[src/verilog/tbc_pkg.sv]
// Shared constants for the triple regulator command control block.
package tbc_pkg;
  // ****************************************************************
  // Link frame layout
  // ****************************************************************
  localparam int FRAME_BITS = 15;
  localparam int CMD_MSB = 14;
  localparam int CMD_LSB = 12;
  localparam int ADR_MSB = 11;
  localparam int ADR_LSB = 8;
  localparam int REPLY_BITS = 8;
  // ****************************************************************
  // Link commands
  // ****************************************************************
  localparam logic [2:0] CMD_VADJ = 3'h0;
  localparam logic [2:0] CMD_RESET = 3'h1;
  localparam logic [2:0] CMD_SLEEP = 3'h2;
  localparam logic [2:0] CMD_SHUTDOWN = 3'h3;
  localparam logic [2:0] CMD_WAKEUP = 3'h4;
  localparam logic [2:0] CMD_REG_READ = 3'h5;
  localparam logic [2:0] CMD_REG_WRITE = 3'h6;
  localparam logic [2:0] CMD_AUTH = 3'h7;
  // ****************************************************************
  // Link register map and reset values
  // ****************************************************************
  localparam logic [3:0] LREG_CORE_VOLT = 4'h0;
  localparam logic [3:0] LREG_MODE = 4'h1;
  localparam logic [3:0] LREG_REG_CTRL = 4'ha;
  localparam int MODE_ON_BIT = 0;
  localparam int MODE_LOOP_BIT = 1;
  localparam int CTRL_REG2_BIT = 0;
  localparam int CTRL_REG3_BIT = 1;
  localparam logic [6:0] CODE_RST = 7'h58;
  localparam logic [6:0] CODE_MAX = 7'h7d;
  localparam logic [1:0] MODE_RST = 2'h1;
  localparam logic [1:0] CTRL_RST = 2'h3;
  // ****************************************************************
  // Software bus map
  // ****************************************************************
  localparam logic [3:0] BUS_STATUS = 4'h0;
  localparam logic [3:0] BUS_CODE = 4'h4;
  localparam logic [3:0] BUS_AUTH_ID = 4'h8;
  localparam logic [3:0] BUS_LAST_CMD = 4'hc;
  // Arbitrary value returned by the authenticate command until changed.
  localparam logic [7:0] AUTH_ID_RST = 8'h5a;
endpackage : tbc_pkg
[src/verilog/tbc_ctrl.sv]
// Command interpreter and regulator enable control for a triple regulator unit.
`timescale 1ns/1ps
`default_nettype none
module tbc_ctrl
  import tbc_pkg::*;
(
  // Clock and reset
  input wire logic mclk_i,
  input wire logic rst_n_i,
  // Enable pin and serial link
  input wire logic enable_i,
  input wire logic link_clk_i,
  input wire logic link_data_line_i,
  output logic link_data_line_o,
  output logic link_data_line_oe_o,
  // Regulator controls
  output logic core_on_o,
  output logic second_regulator_on_o,
  output logic third_regulator_on_o,
  output logic [6:0] core_code_o,
  output logic closed_loop_scaling_o,
  // Avalon-MM slave
  input wire logic [3:0] avs_address,
  input wire logic avs_read,
  input wire logic avs_write,
  input wire logic [31:0] avs_writedata,
  output logic [31:0] avs_readdata,
  output logic avs_waitrequest
);
  // ****************************************************************
  // Pin synchronisers
  // ****************************************************************
  logic [1:0] en_sy_ff, sck_sy_ff, dat_sy_ff;
  logic en_d_ff, sck_d_ff;
  always_ff @(posedge mclk_i or negedge rst_n_i) begin
    if (!rst_n_i) begin
      en_sy_ff <= 2'h0;
      sck_sy_ff <= 2'h0;
      dat_sy_ff <= 2'h0;
      en_d_ff <= 1'b0;
      sck_d_ff <= 1'b0;
    end else begin
      en_sy_ff <= {en_sy_ff[0], enable_i};
      sck_sy_ff <= {sck_sy_ff[0], link_clk_i};
      dat_sy_ff <= {dat_sy_ff[0], link_data_line_i};
      en_d_ff <= en_sy_ff[1];
      sck_d_ff <= sck_sy_ff[1];
    end
  end
  wire en_s = en_sy_ff[1];
  wire en_rise = en_s & ~en_d_ff;
  wire sck_rise = sck_sy_ff[1] & ~sck_d_ff;
  wire sck_fall = ~sck_sy_ff[1] & sck_d_ff;

  // Limits a requested code to the core window.
  function automatic logic [6:0] clamp_code(input logic [7:0] req);
    clamp_code = (req > {1'b0, CODE_MAX}) ? CODE_MAX : req[6:0];
  endfunction : clamp_code

  // ****************************************************************
  // Frame receiver
  // ****************************************************************
  // A frame is a high start bit, then command, address and data, MSB first,
  // all sampled on link clock rising edges.
  logic [FRAME_BITS-1:0] rx_sr_ff;
  logic [3:0] rx_cnt_ff;
  logic exec_ff;
  logic tx_busy_ff;
  wire rx_start = sck_rise & ~tx_busy_ff & (rx_cnt_ff == 4'h0) & dat_sy_ff[1];
  wire rx_bit = sck_rise & (rx_cnt_ff != 4'h0);
  always_ff @(posedge mclk_i or negedge rst_n_i) begin
    if (!rst_n_i) begin
      rx_sr_ff <= '0;
      rx_cnt_ff <= 4'h0;
      exec_ff <= 1'b0;
    end else begin
      exec_ff <= rx_bit & (rx_cnt_ff == 4'(FRAME_BITS));
      if (rx_start) begin
        rx_cnt_ff <= 4'h1;
      end else if (rx_bit) begin
        rx_sr_ff <= {rx_sr_ff[FRAME_BITS-2:0], dat_sy_ff[1]};
        rx_cnt_ff <= (rx_cnt_ff == 4'(FRAME_BITS)) ? 4'h0 : rx_cnt_ff + 4'h1;
      end
    end
  end

  // ****************************************************************
  // Command decode
  // ****************************************************************
  wire [2:0] cmd = rx_sr_ff[CMD_MSB:CMD_LSB];
  wire [3:0] adr = rx_sr_ff[ADR_MSB:ADR_LSB];
  wire [7:0] dat = rx_sr_ff[7:0];
  wire do_vadj = exec_ff & (cmd == CMD_VADJ);
  wire do_reset = exec_ff & (cmd == CMD_RESET);
  wire do_sleep = exec_ff & (cmd == CMD_SLEEP) & en_s;
  wire do_wake = exec_ff & (cmd == CMD_WAKEUP) & en_s;
  wire do_shut = exec_ff & (cmd == CMD_SHUTDOWN);
  wire do_rd = exec_ff & (cmd == CMD_REG_READ);
  wire do_wr = exec_ff & (cmd == CMD_REG_WRITE);
  wire do_auth = exec_ff & (cmd == CMD_AUTH);

  // ****************************************************************
  // Link registers and regulator state
  // ****************************************************************
  logic [6:0] code_ff;
  logic [1:0] mode_ff;
  logic [1:0] ctrl_ff;
  logic shut_ff, asleep_ff;
  logic [7:0] auth_id_ff;
  logic [2:0] last_cmd_ff;
  wire wr_code = do_vadj | (do_wr & (adr == LREG_CORE_VOLT));
  always_ff @(posedge mclk_i or negedge rst_n_i) begin
    if (!rst_n_i) begin
      code_ff <= CODE_RST;
      mode_ff <= MODE_RST;
      ctrl_ff <= CTRL_RST;
      shut_ff <= 1'b0;
      asleep_ff <= 1'b0;
      last_cmd_ff <= 3'h0;
    end else if (do_reset) begin
      code_ff <= CODE_RST;
      mode_ff <= MODE_RST;
      ctrl_ff <= CTRL_RST;
      shut_ff <= 1'b0;
      asleep_ff <= 1'b0;
      last_cmd_ff <= cmd;
    end else begin
      if (exec_ff) begin
        last_cmd_ff <= cmd;
      end
      if (wr_code) begin
        code_ff <= clamp_code(dat);
      end
      if (do_wr & (adr == LREG_MODE)) begin
        mode_ff <= dat[1:0];
      end
      if (do_wr & (adr == LREG_REG_CTRL)) begin
        ctrl_ff <= dat[1:0];
      end
      // A fresh enable clears any earlier shutdown or sleep.
      if (do_shut) begin
        shut_ff <= 1'b1;
      end else if (en_rise) begin
        shut_ff <= 1'b0;
      end
      if (do_sleep) begin
        asleep_ff <= 1'b1;
      end else if (do_wake | en_rise) begin
        asleep_ff <= 1'b0;
      end
    end
  end

  // Who starts a voltage change in each mode lies outside this block:
  // the code follows what the link writes, clamped to CODE_MAX.
  wire unit_on = en_s & ~shut_ff & mode_ff[MODE_ON_BIT];
  always_ff @(posedge mclk_i or negedge rst_n_i) begin
    if (!rst_n_i) begin
      core_on_o <= 1'b0;
      second_regulator_on_o <= 1'b0;
      third_regulator_on_o <= 1'b0;
      core_code_o <= CODE_RST;
      closed_loop_scaling_o <= 1'b0;
    end else begin
      core_on_o <= unit_on & ~asleep_ff;
      second_regulator_on_o <= unit_on & ctrl_ff[CTRL_REG2_BIT];
      third_regulator_on_o <= unit_on & ctrl_ff[CTRL_REG3_BIT];
      core_code_o <= code_ff;
      closed_loop_scaling_o <= mode_ff[MODE_LOOP_BIT];
    end
  end

  // ****************************************************************
  // Reply transmitter
  // ****************************************************************
  // Reply bits change on link clock falling edges so the host can sample
  // them on the rising edges that follow the frame.
  wire [7:0] rd_val = (adr == LREG_CORE_VOLT) ? {1'b0, code_ff} :
                      (adr == LREG_MODE) ? {6'h0, mode_ff} :
                      (adr == LREG_REG_CTRL) ? {6'h0, ctrl_ff} : 8'h00;
  logic [7:0] tx_sr_ff;
  logic [3:0] tx_cnt_ff;
  logic tx_out_ff;
  always_ff @(posedge mclk_i or negedge rst_n_i) begin
    if (!rst_n_i) begin
      tx_sr_ff <= 8'h00;
      tx_cnt_ff <= 4'h0;
      tx_out_ff <= 1'b0;
      tx_busy_ff <= 1'b0;
    end else if (do_rd | do_auth) begin
      tx_sr_ff <= do_rd ? rd_val : auth_id_ff;
      tx_cnt_ff <= 4'(REPLY_BITS);
      tx_busy_ff <= 1'b1;
    end else if (sck_fall & tx_busy_ff) begin
      if (tx_cnt_ff != 4'h0) begin
        tx_out_ff <= tx_sr_ff[7];
        tx_sr_ff <= {tx_sr_ff[6:0], 1'b0};
        tx_cnt_ff <= tx_cnt_ff - 4'h1;
      end else begin
        tx_busy_ff <= 1'b0;
        tx_out_ff <= 1'b0;
      end
    end
  end
  assign link_data_line_o = tx_out_ff;
  assign link_data_line_oe_o = tx_busy_ff;

  // ****************************************************************
  // Software bus slave
  // ****************************************************************
  // One wait state per access keeps read data registered.
  logic ack_ff;
  logic [31:0] rdata_ff;
  wire req = avs_read | avs_write;
  wire [31:0] bus_val = (avs_address == BUS_STATUS) ?
                          {24'h0, tx_busy_ff, asleep_ff, shut_ff, en_s, core_on_o,
                           second_regulator_on_o, third_regulator_on_o,
                           closed_loop_scaling_o} :
                        (avs_address == BUS_CODE) ? {25'h0, code_ff} :
                        (avs_address == BUS_AUTH_ID) ? {24'h0, auth_id_ff} :
                        (avs_address == BUS_LAST_CMD) ? {29'h0, last_cmd_ff} : 32'h0;
  always_ff @(posedge mclk_i or negedge rst_n_i) begin
    if (!rst_n_i) begin
      ack_ff <= 1'b0;
      rdata_ff <= 32'h0;
      auth_id_ff <= AUTH_ID_RST;
    end else begin
      ack_ff <= req & ~ack_ff;
      if (avs_read & ~ack_ff) begin
        rdata_ff <= bus_val;
      end
      if (avs_write & ack_ff & (avs_address == BUS_AUTH_ID)) begin
        auth_id_ff <= avs_writedata[7:0];
      end
    end
  end
  assign avs_waitrequest = req & ~ack_ff;
  assign avs_readdata = rdata_ff;

  // ****************************************************************
  // Assertions
  // ****************************************************************
  property p_en_low_off;
    @(posedge mclk_i) disable iff (!rst_n_i)
      !en_s |=> !core_on_o && !second_regulator_on_o && !third_regulator_on_o;
  endproperty
  a_en_low_off: assert property (p_en_low_off) else $error("regulator on with enable low");

  property p_en_rise_on;
    @(posedge mclk_i) disable iff (!rst_n_i)
      en_rise && mode_ff[MODE_ON_BIT] && !exec_ff ##1 en_s && !exec_ff |=> core_on_o;
  endproperty
  a_en_rise_on: assert property (p_en_rise_on) else $error("core not on after enable");

  property p_code_range;
    @(posedge mclk_i) disable iff (!rst_n_i)
      core_code_o <= CODE_MAX;
  endproperty
  a_code_range: assert property (p_code_range) else $error("core code out of range");

  property p_shutdown;
    @(posedge mclk_i) disable iff (!rst_n_i)
      do_shut && !en_rise |=> ##1 !core_on_o && !second_regulator_on_o && !third_regulator_on_o;
  endproperty
  a_shutdown: assert property (p_shutdown) else $error("shutdown left a regulator on");

  property p_reset_cmd;
    @(posedge mclk_i) disable iff (!rst_n_i)
      do_reset |=> code_ff == CODE_RST && ctrl_ff == CTRL_RST && mode_ff == MODE_RST
        && !shut_ff && !asleep_ff;
  endproperty
  a_reset_cmd: assert property (p_reset_cmd) else $error("reset command left state");

  property p_sleep;
    @(posedge mclk_i) disable iff (!rst_n_i)
      do_sleep ##1 en_s |=> !core_on_o && second_regulator_on_o == $past(second_regulator_on_o, 2);
  endproperty
  a_sleep: assert property (p_sleep) else $error("sleep handled wrongly");

  property p_sleep_ignored;
    @(posedge mclk_i) disable iff (!rst_n_i)
      exec_ff && (cmd == CMD_SLEEP || cmd == CMD_WAKEUP) && !en_s && !en_rise |=> $stable(asleep_ff);
  endproperty
  a_sleep_ignored: assert property (p_sleep_ignored) else $error("sleep taken with enable low");

  property p_vadj;
    @(posedge mclk_i) disable iff (!rst_n_i)
      do_vadj |=> code_ff == clamp_code($past(rx_sr_ff[7:0]));
  endproperty
  a_vadj: assert property (p_vadj) else $error("voltage adjust not applied");

  property p_regctrl;
    @(posedge mclk_i) disable iff (!rst_n_i)
      do_wr && adr == LREG_REG_CTRL && unit_on && !en_rise |=> ##1
        third_regulator_on_o == $past(rx_sr_ff[CTRL_REG3_BIT], 2);
  endproperty
  a_regctrl: assert property (p_regctrl) else $error("regulator bit not applied");

  property p_second_ctrl;
    @(posedge mclk_i) disable iff (!rst_n_i)
      do_wr && adr == LREG_REG_CTRL ##1 unit_on |=>
        second_regulator_on_o == $past(rx_sr_ff[CTRL_REG2_BIT], 2);
  endproperty
  a_second_ctrl: assert property (p_second_ctrl) else $error("second bit not applied");

  property p_mode_loop;
    @(posedge mclk_i) disable iff (!rst_n_i)
      do_wr && adr == LREG_MODE |=> ##1 closed_loop_scaling_o == $past(rx_sr_ff[MODE_LOOP_BIT], 2);
  endproperty
  a_mode_loop: assert property (p_mode_loop) else $error("scaling mode not applied");

  property p_wake;
    @(posedge mclk_i) disable iff (!rst_n_i)
      do_wake ##1 unit_on |=> core_on_o;
  endproperty
  a_wake: assert property (p_wake) else $error("core not on after wakeup");

  property p_reply_start;
    @(posedge mclk_i) disable iff (!rst_n_i)
      do_rd || do_auth |=> link_data_line_oe_o;
  endproperty
  a_reply_start: assert property (p_reply_start) else $error("reply not started");

  property p_reply_end;
    @(posedge mclk_i) disable iff (!rst_n_i)
      tx_busy_ff && sck_fall && tx_cnt_ff == 4'h0 && !exec_ff |=> !link_data_line_oe_o;
  endproperty
  a_reply_end: assert property (p_reply_end) else $error("reply drive not released");
endmodule : tbc_ctrl
`default_nettype wire

[config.mk]
export PLATFORM = sky130hd
export DESIGN_NAME = tbc_ctrl
export DESIGN_NICKNAME = d
export VERILOG_FILES = /design/src/verilog/tbc_pkg.sv /design/src/verilog/tbc_ctrl.sv
export SDC_FILE = /design/constraint.sdc
export NUM_CORES = 1
export LEC_CHECK = 0
export BUFFER_PORTS_ARGS = -buffer_cell sky130_fd_sc_hd__clkbuf_2
export CORE_MARGIN = 1
export CORE_UTILIZATION = 54
export DETAILED_ROUTE_END_ITERATION = 8
export PLACE_DENSITY = 0.84
export SLEW_MARGIN = 20
export SYNTH_ARGS = -nofsm -noshare
export SYNTH_HDL_FRONTEND = slang
export SYNTH_SLANG_ARGS = --single-unit
[constraint.sdc]
create_clock -name mclk_i -period 2.4 [get_ports mclk_i]
set_input_delay 0.24 -clock mclk_i [delete_from_list [all_inputs] [get_ports mclk_i]]
set_output_delay 0.24 -clock mclk_i [all_outputs]
set_load 0.02 [all_outputs]
-- Word-level counts from Yosys, hierarchy flattened
Index checks and enable logic that the tools add are counted.
- multiply operators: 0
- magnitude comparators: 1
- equal/unequal tests: 14
- muxes and demuxes: 36
- shift-type cells: 0
- div/mod/pow operators: 0
- reductions and logical operators: 19
- bitwise gates (word level): 44
- add/subtract/negate cells: 2
- operators by type and width (operator ; number):
    8-bit two-way mux ; 7
    1-bit bitwise AND ; 31
    7-bit two-way mux ; 4
    4-bit two-way mux ; 6
    4-bit equality test, second input constant ; 4
    2-bit nonzero test ; 7
    3-bit equality test, second input constant ; 4
    4-bit zero test ; 3
    2-bit two-way mux ; 6
    1-bit two-way mux ; 10
    3-bit two-way mux ; 3
    1-bit NOT ; 9
    8-bit by 7-bit greater-than comparator with 1-bit output, second input constant ; 1
    2-bit AND reduction ; 4
    4-bit nonzero test ; 2
    3-bit by 2-bit equality test with 1-bit output, second input constant ; 2
    3-bit nonzero test ; 2
    4-bit by 1-bit adder with 4-bit output, second input constant ; 1
    4-bit by 1-bit equality test with 1-bit output, second input constant ; 1
    4-bit by 3-bit equality test with 1-bit output, second input constant ; 1
    1-bit OR ; 4
    4-bit by 1-bit subtractor with 4-bit output, second input constant ; 1
    3-bit by 1-bit equality test with 1-bit output, second input constant ; 1
    3-bit zero test ; 1
    2-bit != test, second input constant ; 1
- RAM bits: 0
- bits in latches: 0
- input bits: 43
- bits in registers: 110
- output and inout port bits: 46
- memories: 0
- memory bits (read-only): 0
- logic and storage cells: 142

-- Logic depth before layout (Yosys ltp)
- depth in word-level cells: 7
- gate-level depth with buffers: 7
- mapped depth without buffers: 6

-- Worst setup path before layout
No wires, ideal clock.
- path type: register to register
- from: register rx_cnt_ff[0]
- to: register rx_sr_ff[1]
- cell stages (with the launch flop): 7
- path buffers: 1
- slack: 0.354 ns
- data required time: 2.275 ns
- period minus slack after synthesis: 2.046 ns
- library setup time: 0.125 ns
- data arrival time: 1.921 ns
- cell sequence: dfrtp_1 > inv_1 > ha_1 > nor3b_1 > nor2_1 > clkbuf_1 > mux2_2
- longest elaborated chain between the ends: 5
- elaborated cells between the ends (all ways): 7
- those cells by class: 4 x bitwise; 3 x reduce/logical
- ends and longest elaborated chain (item ; RTL line ; text):
    start: declaration ; tbc_ctrl.sv:66 ; logic [3:0] rx_cnt_ff;
    start signal: assignment ; tbc_ctrl.sv:82 ; rx_cnt_ff <= (rx_cnt_ff == 4'(FRAME_BITS)) ? 4'h0 : rx_cnt_ff + 4'h1;
    4-bit zero test ; tbc_ctrl.sv:69 ; wire rx_start = sck_rise & ~tx_busy_ff & (rx_cnt_ff == 4'h0) & dat_sy_ff[1];
    1-bit bitwise AND (2 in a row) ; tbc_ctrl.sv:69 ;
    1-bit NOT (no line) ; -- ;
    2-bit AND reduction (no line) * ; -- ;
    end signal: assignment ; tbc_ctrl.sv:81 ; rx_sr_ff <= {rx_sr_ff[FRAME_BITS-2:0], dat_sy_ff[1]};
    end: declaration ; tbc_ctrl.sv:65 ; logic [FRAME_BITS-1:0] rx_sr_ff;
Mark *: on every way between the ends. The rest lies on a longest branch, timed or not.
A chain may end at the register's enable or synchronous reset.

-- Final worst setup path
- from: register tx_cnt_ff[0]
- to: register tx_cnt_ff[1]
- longest elaborated chain between the ends: 4
- elaborated cells between the ends (all ways): 7
- those cells by class: 1 x add/sub; 3 x mux; 3 x reduce/logical
- ends and longest elaborated chain (item ; RTL line ; text):
    start: declaration ; tbc_ctrl.sv:182 ; logic [3:0] tx_cnt_ff;
    start signal: assignment ; tbc_ctrl.sv:192 ; tx_cnt_ff <= 4'(REPLY_BITS);
    start signal: assignment ; tbc_ctrl.sv:198 ; tx_cnt_ff <= tx_cnt_ff - 4'h1;
    4-bit by 1-bit subtractor with 4-bit output ; tbc_ctrl.sv:198 ;
    4-bit two-way mux ; tbc_ctrl.sv:195 ; if (tx_cnt_ff != 4'h0) begin
    4-bit two-way mux ; tbc_ctrl.sv:194 ; end else if (sck_fall & tx_busy_ff) begin
    4-bit two-way mux ; tbc_ctrl.sv:190 ; end else if (do_rd | do_auth) begin
Several ways; a longest one is shown, not always the timed one. The select of a mux whose other input is x is not followed.

==> flow_results.xml <==
<?xml version="1.0" encoding="UTF-8"?>
<metrics>
  <group name="status">
    <metric name="outcome" unit="">completed</metric>
  </group>
  <group name="global_routing">
    <metric name="grt.total_usage" unit="%">20.9</metric>
    <metric name="grt_start_max_net_pins" unit="">83</metric>
    <metric name="grt_pass1_wl" unit="um">11700</metric>
    <metric name="grt_antenna_before_repair" unit="">0</metric>
    <metric name="grt-ovfl-total" unit="">0</metric>
    <metric name="first_global_vias" unit="">2488</metric>
  </group>
  <group name="floorplanning">
    <metric name="die_height" unit="um">87.2</metric>
    <metric name="die-area" unit="sq um">7600</metric>
    <metric name="placement_rows" unit="">30</metric>
    <metric name="core_area" unit="sq um">6910</metric>
    <metric name="io-pin-count" unit="">89</metric>
    <metric name="floorplan.initialDensity" unit="%">56.8</metric>
    <metric name="floorplan.die.width" unit="um">87.2</metric>
  </group>
  <group name="synth">
    <metric name="yosysUniqueCellTypes" unit="">51</metric>
    <metric name="synth.ff_latch_count" unit="">86</metric>
    <metric name="synth_warnings" unit="">0</metric>
    <metric name="synth.cell_area" unit="sq um">3920</metric>
    <metric name="synth_edf_count" unit="">0</metric>
    <metric name="yosysSeqAreaShare" unit="%">55.3</metric>
    <metric name="async_reset_ff_share" unit="%">100</metric>
    <metric name="post_synth_inst_count" unit="">342</metric>
    <metric name="avgSynthCellArea" unit="sq um">11.5</metric>
    <metric name="synth-main-ff-cell" unit="">sky130_fd_sc_hd__dfrtp_1</metric>
  </group>
  <group name="clock_network">
    <metric name="clock_path_buffers" unit="">2</metric>
    <metric name="clk_root_buffer_cell" unit="">sky130_fd_sc_hd__clkbuf_8</metric>
    <metric name="tritoncts_num_sinks" unit="">86</metric>
    <metric name="insertion_delay" unit="ns">0.34</metric>
    <metric name="post_cts.repair.setup_buffers" unit="">0</metric>
    <metric name="cts_htree_levels" unit="">3</metric>
    <metric name="worst_setup_hold_path_clk_slew" unit="ns">0.08</metric>
    <metric name="tritoncts.num_buffers" unit="">9</metric>
    <metric name="tritoncts_clock_tree" unit="">built</metric>
  </group>
  <group name="timing">
    <metric name="setup_repair_after_global_routing_missed_its_margin" unit="">false</metric>
    <metric name="max-slew-margin-rel" unit="%">61.9</metric>
    <metric name="final_min_period_over_clock_period" unit="%">82.7</metric>
    <metric name="fin_crit" unit="ns">1.98</metric>
    <metric name="timing.final.setup_violations" unit="">0</metric>
    <metric name="achievable-frequency" unit="GHz">0.504</metric>
    <metric name="tns" unit="ns">0</metric>
    <metric name="worst-slew-pin-transition" unit="ns">0.571</metric>
    <metric name="slew_violations" unit="">0</metric>
    <metric name="final.setup.worst_slack" unit="ns">0.415</metric>
    <metric name="finalHoldViolations" unit="">0</metric>
    <metric name="finalClockSkew" unit="ns">0.00582</metric>
  </group>
  <group name="placed_design">
    <metric name="postPlaceCellArea" unit="sq um">4110</metric>
    <metric name="place.detailed.hpwl" unit="um">5200</metric>
    <metric name="place_ws" unit="ns">0.429</metric>
    <metric name="numPortBuffers" unit="">40</metric>
    <metric name="finalWeightedCongestion" unit="">0.826</metric>
  </group>
  <group name="routing">
    <metric name="number_of_vias_per_cell_after_detailed_routing" unit="">5.42</metric>
    <metric name="drc" unit="">0</metric>
    <metric name="firstDrtPassIters" unit="">4</metric>
    <metric name="avgRoutedWirePerCell" unit="um">14.8</metric>
    <metric name="drt_first_iter_violations" unit="">188</metric>
    <metric name="antenna_left" unit="">0</metric>
    <metric name="via_count" unit="">2658</metric>
    <metric name="postRouteWirelength" unit="um">7230</metric>
  </group>
  <group name="final_layout">
    <metric name="number_of_antenna_cells_inserted" unit="">0</metric>
    <metric name="fin_area" unit="sq um">4370</metric>
    <metric name="finalNetCount" unit="">436</metric>
    <metric name="areaGrowthSynthToFinish" unit="%">11.6</metric>
    <metric name="post_route_cells_drive_above_1_share" unit="%">26.6</metric>
  </group>
  <group name="pwr">
    <metric name="vdd_ir_drop_max" unit="mV">0.449</metric>
    <metric name="static-leakage-power" unit="nW">2.02</metric>
    <metric name="power_density_cells" unit="nW/um^2">870</metric>
  </group>
  <group name="critical_path">
    <metric name="endpoint_kind" unit="">register</metric>
    <metric name="slowest_stage" unit="">sky130_fd_sc_hd__or3b_2</metric>
    <metric name="critPathArrivalTime" unit="ns">2.26</metric>
    <metric name="worst-path-buf-inv" unit="">1</metric>
    <metric name="cp_cell_sequence" unit="">inv_1 -&gt; ha_1 -&gt; or3b_2 -&gt; and2_1 -&gt; mux2_2 -&gt; nor2_1</metric>
    <metric name="cp_max_fo" unit="">10</metric>
    <metric name="critical-path-top-delay-family" unit="">simple AND/OR/NAND/NOR gates</metric>
    <metric name="setup.worst_path.start_class" unit="">register</metric>
    <metric name="critical_path_class" unit="">register to register</metric>
    <metric name="required" unit="ns">2.68</metric>
    <metric name="critPathMaxStageDelay" unit="ns">0.49</metric>
  </group>
  <group name="job">
    <metric name="timing.max_cap.violations" unit="">0</metric>
  </group>
  <group name="hold_path">
    <metric name="hold_class" unit="">input port to register</metric>
  </group>
</metrics>
## synthesized netlist by cell type (6+ instances only)
library cell	n	area [sq um]
sky130_fd_sc_hd__o21ai_0	26	130
sky130_fd_sc_hd__a211oi_1	7	52.6
sky130_fd_sc_hd__mux2i_1	16	160
sky130_fd_sc_hd__a21oi_1	10	50.1
sky130_fd_sc_hd__inv_1	15	56.3
sky130_fd_sc_hd__nand2_1	29	109
sky130_fd_sc_hd__buf_4	28	210
sky130_fd_sc_hd__mux2_2	25	282
sky130_fd_sc_hd__nor3b_1	6	45.0
sky130_fd_sc_hd__nand2b_1	7	43.8
sky130_fd_sc_hd__dfrtp_1	73	1830
sky130_fd_sc_hd__dfstp_2	13	342
sky130_fd_sc_hd__nor2_1	11	41.3
sky130_fd_sc_hd__nor3_1	6	30.0
## metrics by stage
| stage | utilization, % | std cells | hold slack [ns] | power (mW) |
|---|---|---|---|---|
| final | 63.3 | 490 | 0.123 | 3.81 |
| after floorplan | - | 365 | -0.0556 | 2.60 |
| after CTS | 62.9 | 488 | 0.0786 | 3.82 |
| after detailed placement | 59.6 | 469 | 0.336 | 2.82 |
| after global placement | 59.6 | 469 | 0.332 | 2.77 |
| after global routing | 63.3 | 490 | 0.109 | 4.00 |
## worst register-to-register path: stages (launching register included)
cell and delay [ns]:
sky130_fd_sc_hd__dfrtp_1 0.41, sky130_fd_sc_hd__inv_1 0.10, sky130_fd_sc_hd__ha_1 0.14, sky130_fd_sc_hd__or3b_2 0.49, sky130_fd_sc_hd__and2_1 0.35, sky130_fd_sc_hd__mux2_2 0.35
sky130_fd_sc_hd__nor2_1 0.09
## cells by family after synthesis
kind of cell    share of synthesized area, %
mux                                     11.3
other cells                           0.0957
xor+xnor                               0.670
simple gates                            11.5
flops                                   55.3
fa+ha+maj                               1.28
buf+inv                                 7.88
compound gates                          12.0
## cells in the final DEF (no fill, tap or decap), drive strengths merged, types with 2 or more instances in the layout
cell type and count:
a21oi 10, nor2b 4, o22a 5, xor2 2, nor3 6, nor3b 6
o22ai 4, nand3 5, buf 7, dlygate4sd3 4, clkinv 3, ha 4
clkbuf 51, or3 2, inv 15, o21ai 26, dfrtp 73, a22o 5
or3b 2, o31ai 2, conb 24, mux2 25, o211ai 4, mux2i 16
a211oi 7, nor4b 2, nand2b 7, nand2 29, nor2 11, nand3b 2
dfstp 13
## registers in the layout (all words and copies together), names as in the netlist, 3 cells and up
name / flops
auth_id_ff: 8
avs_readdata: 8
code_ff: 7
core_code_o: 7
last_cmd_ff: 3
rx_cnt_ff: 4
rx_sr_ff: 15
tx_cnt_ff: 4
tx_sr_ff: 8
## worst paths after layout
check	from	endpoint	slack, ns	depth (start not counted)
worst max-delay path	tx_cnt_ff[0]$_DFFE_PN0P_	tx_cnt_ff[1]$_DFFE_PN0P_	0.42	6
worst min-delay path	avs_writedata[0]	auth_id_ff[0]$_DFFE_PN0P_	0.12	2
worst min register to register	en_sy_ff[0]$_DFF_PN0_	en_sy_ff[1]$_DFF_PN0_	0.35	0
max in group asynchronous	rst_n_i	auth_id_ff[4]$_DFFE_PN1P_	1.36	3
min in group asynchronous	rst_n_i	tx_sr_ff[7]$_DFFE_PN0P_	0.39	2
worst max register to register	tx_cnt_ff[0]$_DFFE_PN0P_	tx_cnt_ff[1]$_DFFE_PN0P_	0.42	6
## where the power goes
| part | total [mW] | internal (mW) | leakage (nW) | switching (mW) |
|---|---|---|---|---|
| logic | 0.779 | 0.358 | 0.812 | 0.421 |
| clock network | 1.00 | 0.533 | 0.106 | 0.468 |
| registers | 2.03 | 1.73 | 1.10 | 0.293 |
| total | 3.81 | 2.62 | 2.02 | 1.18 |
## area by class of cell
class / instances / area, sq um
clock buffer: 12 / 155
clock inverter: 4 / 45.0
fill: 555 / 2530
inverter: 15 / 56.3
multi-input combinational: 227 / 1530
sequential: 86 / 2170
tap: 96 / 120
timing repair buffer: 50 / 300
## layer usage
layer / part of all wire [%] / track usage (%)
met5: 0 / 0
met2: 47 / 33.3
met3: 5.9 / 6.64
met1: 45 / 26.3
met4: 2.1 / 9.24
## repair_timing
action,4_1_cts,5_1_grt
hold buffers,3,1
gates resized for setup,0,0
hold endpoints to repair,3,32
(Power assumes the default switching activity.)
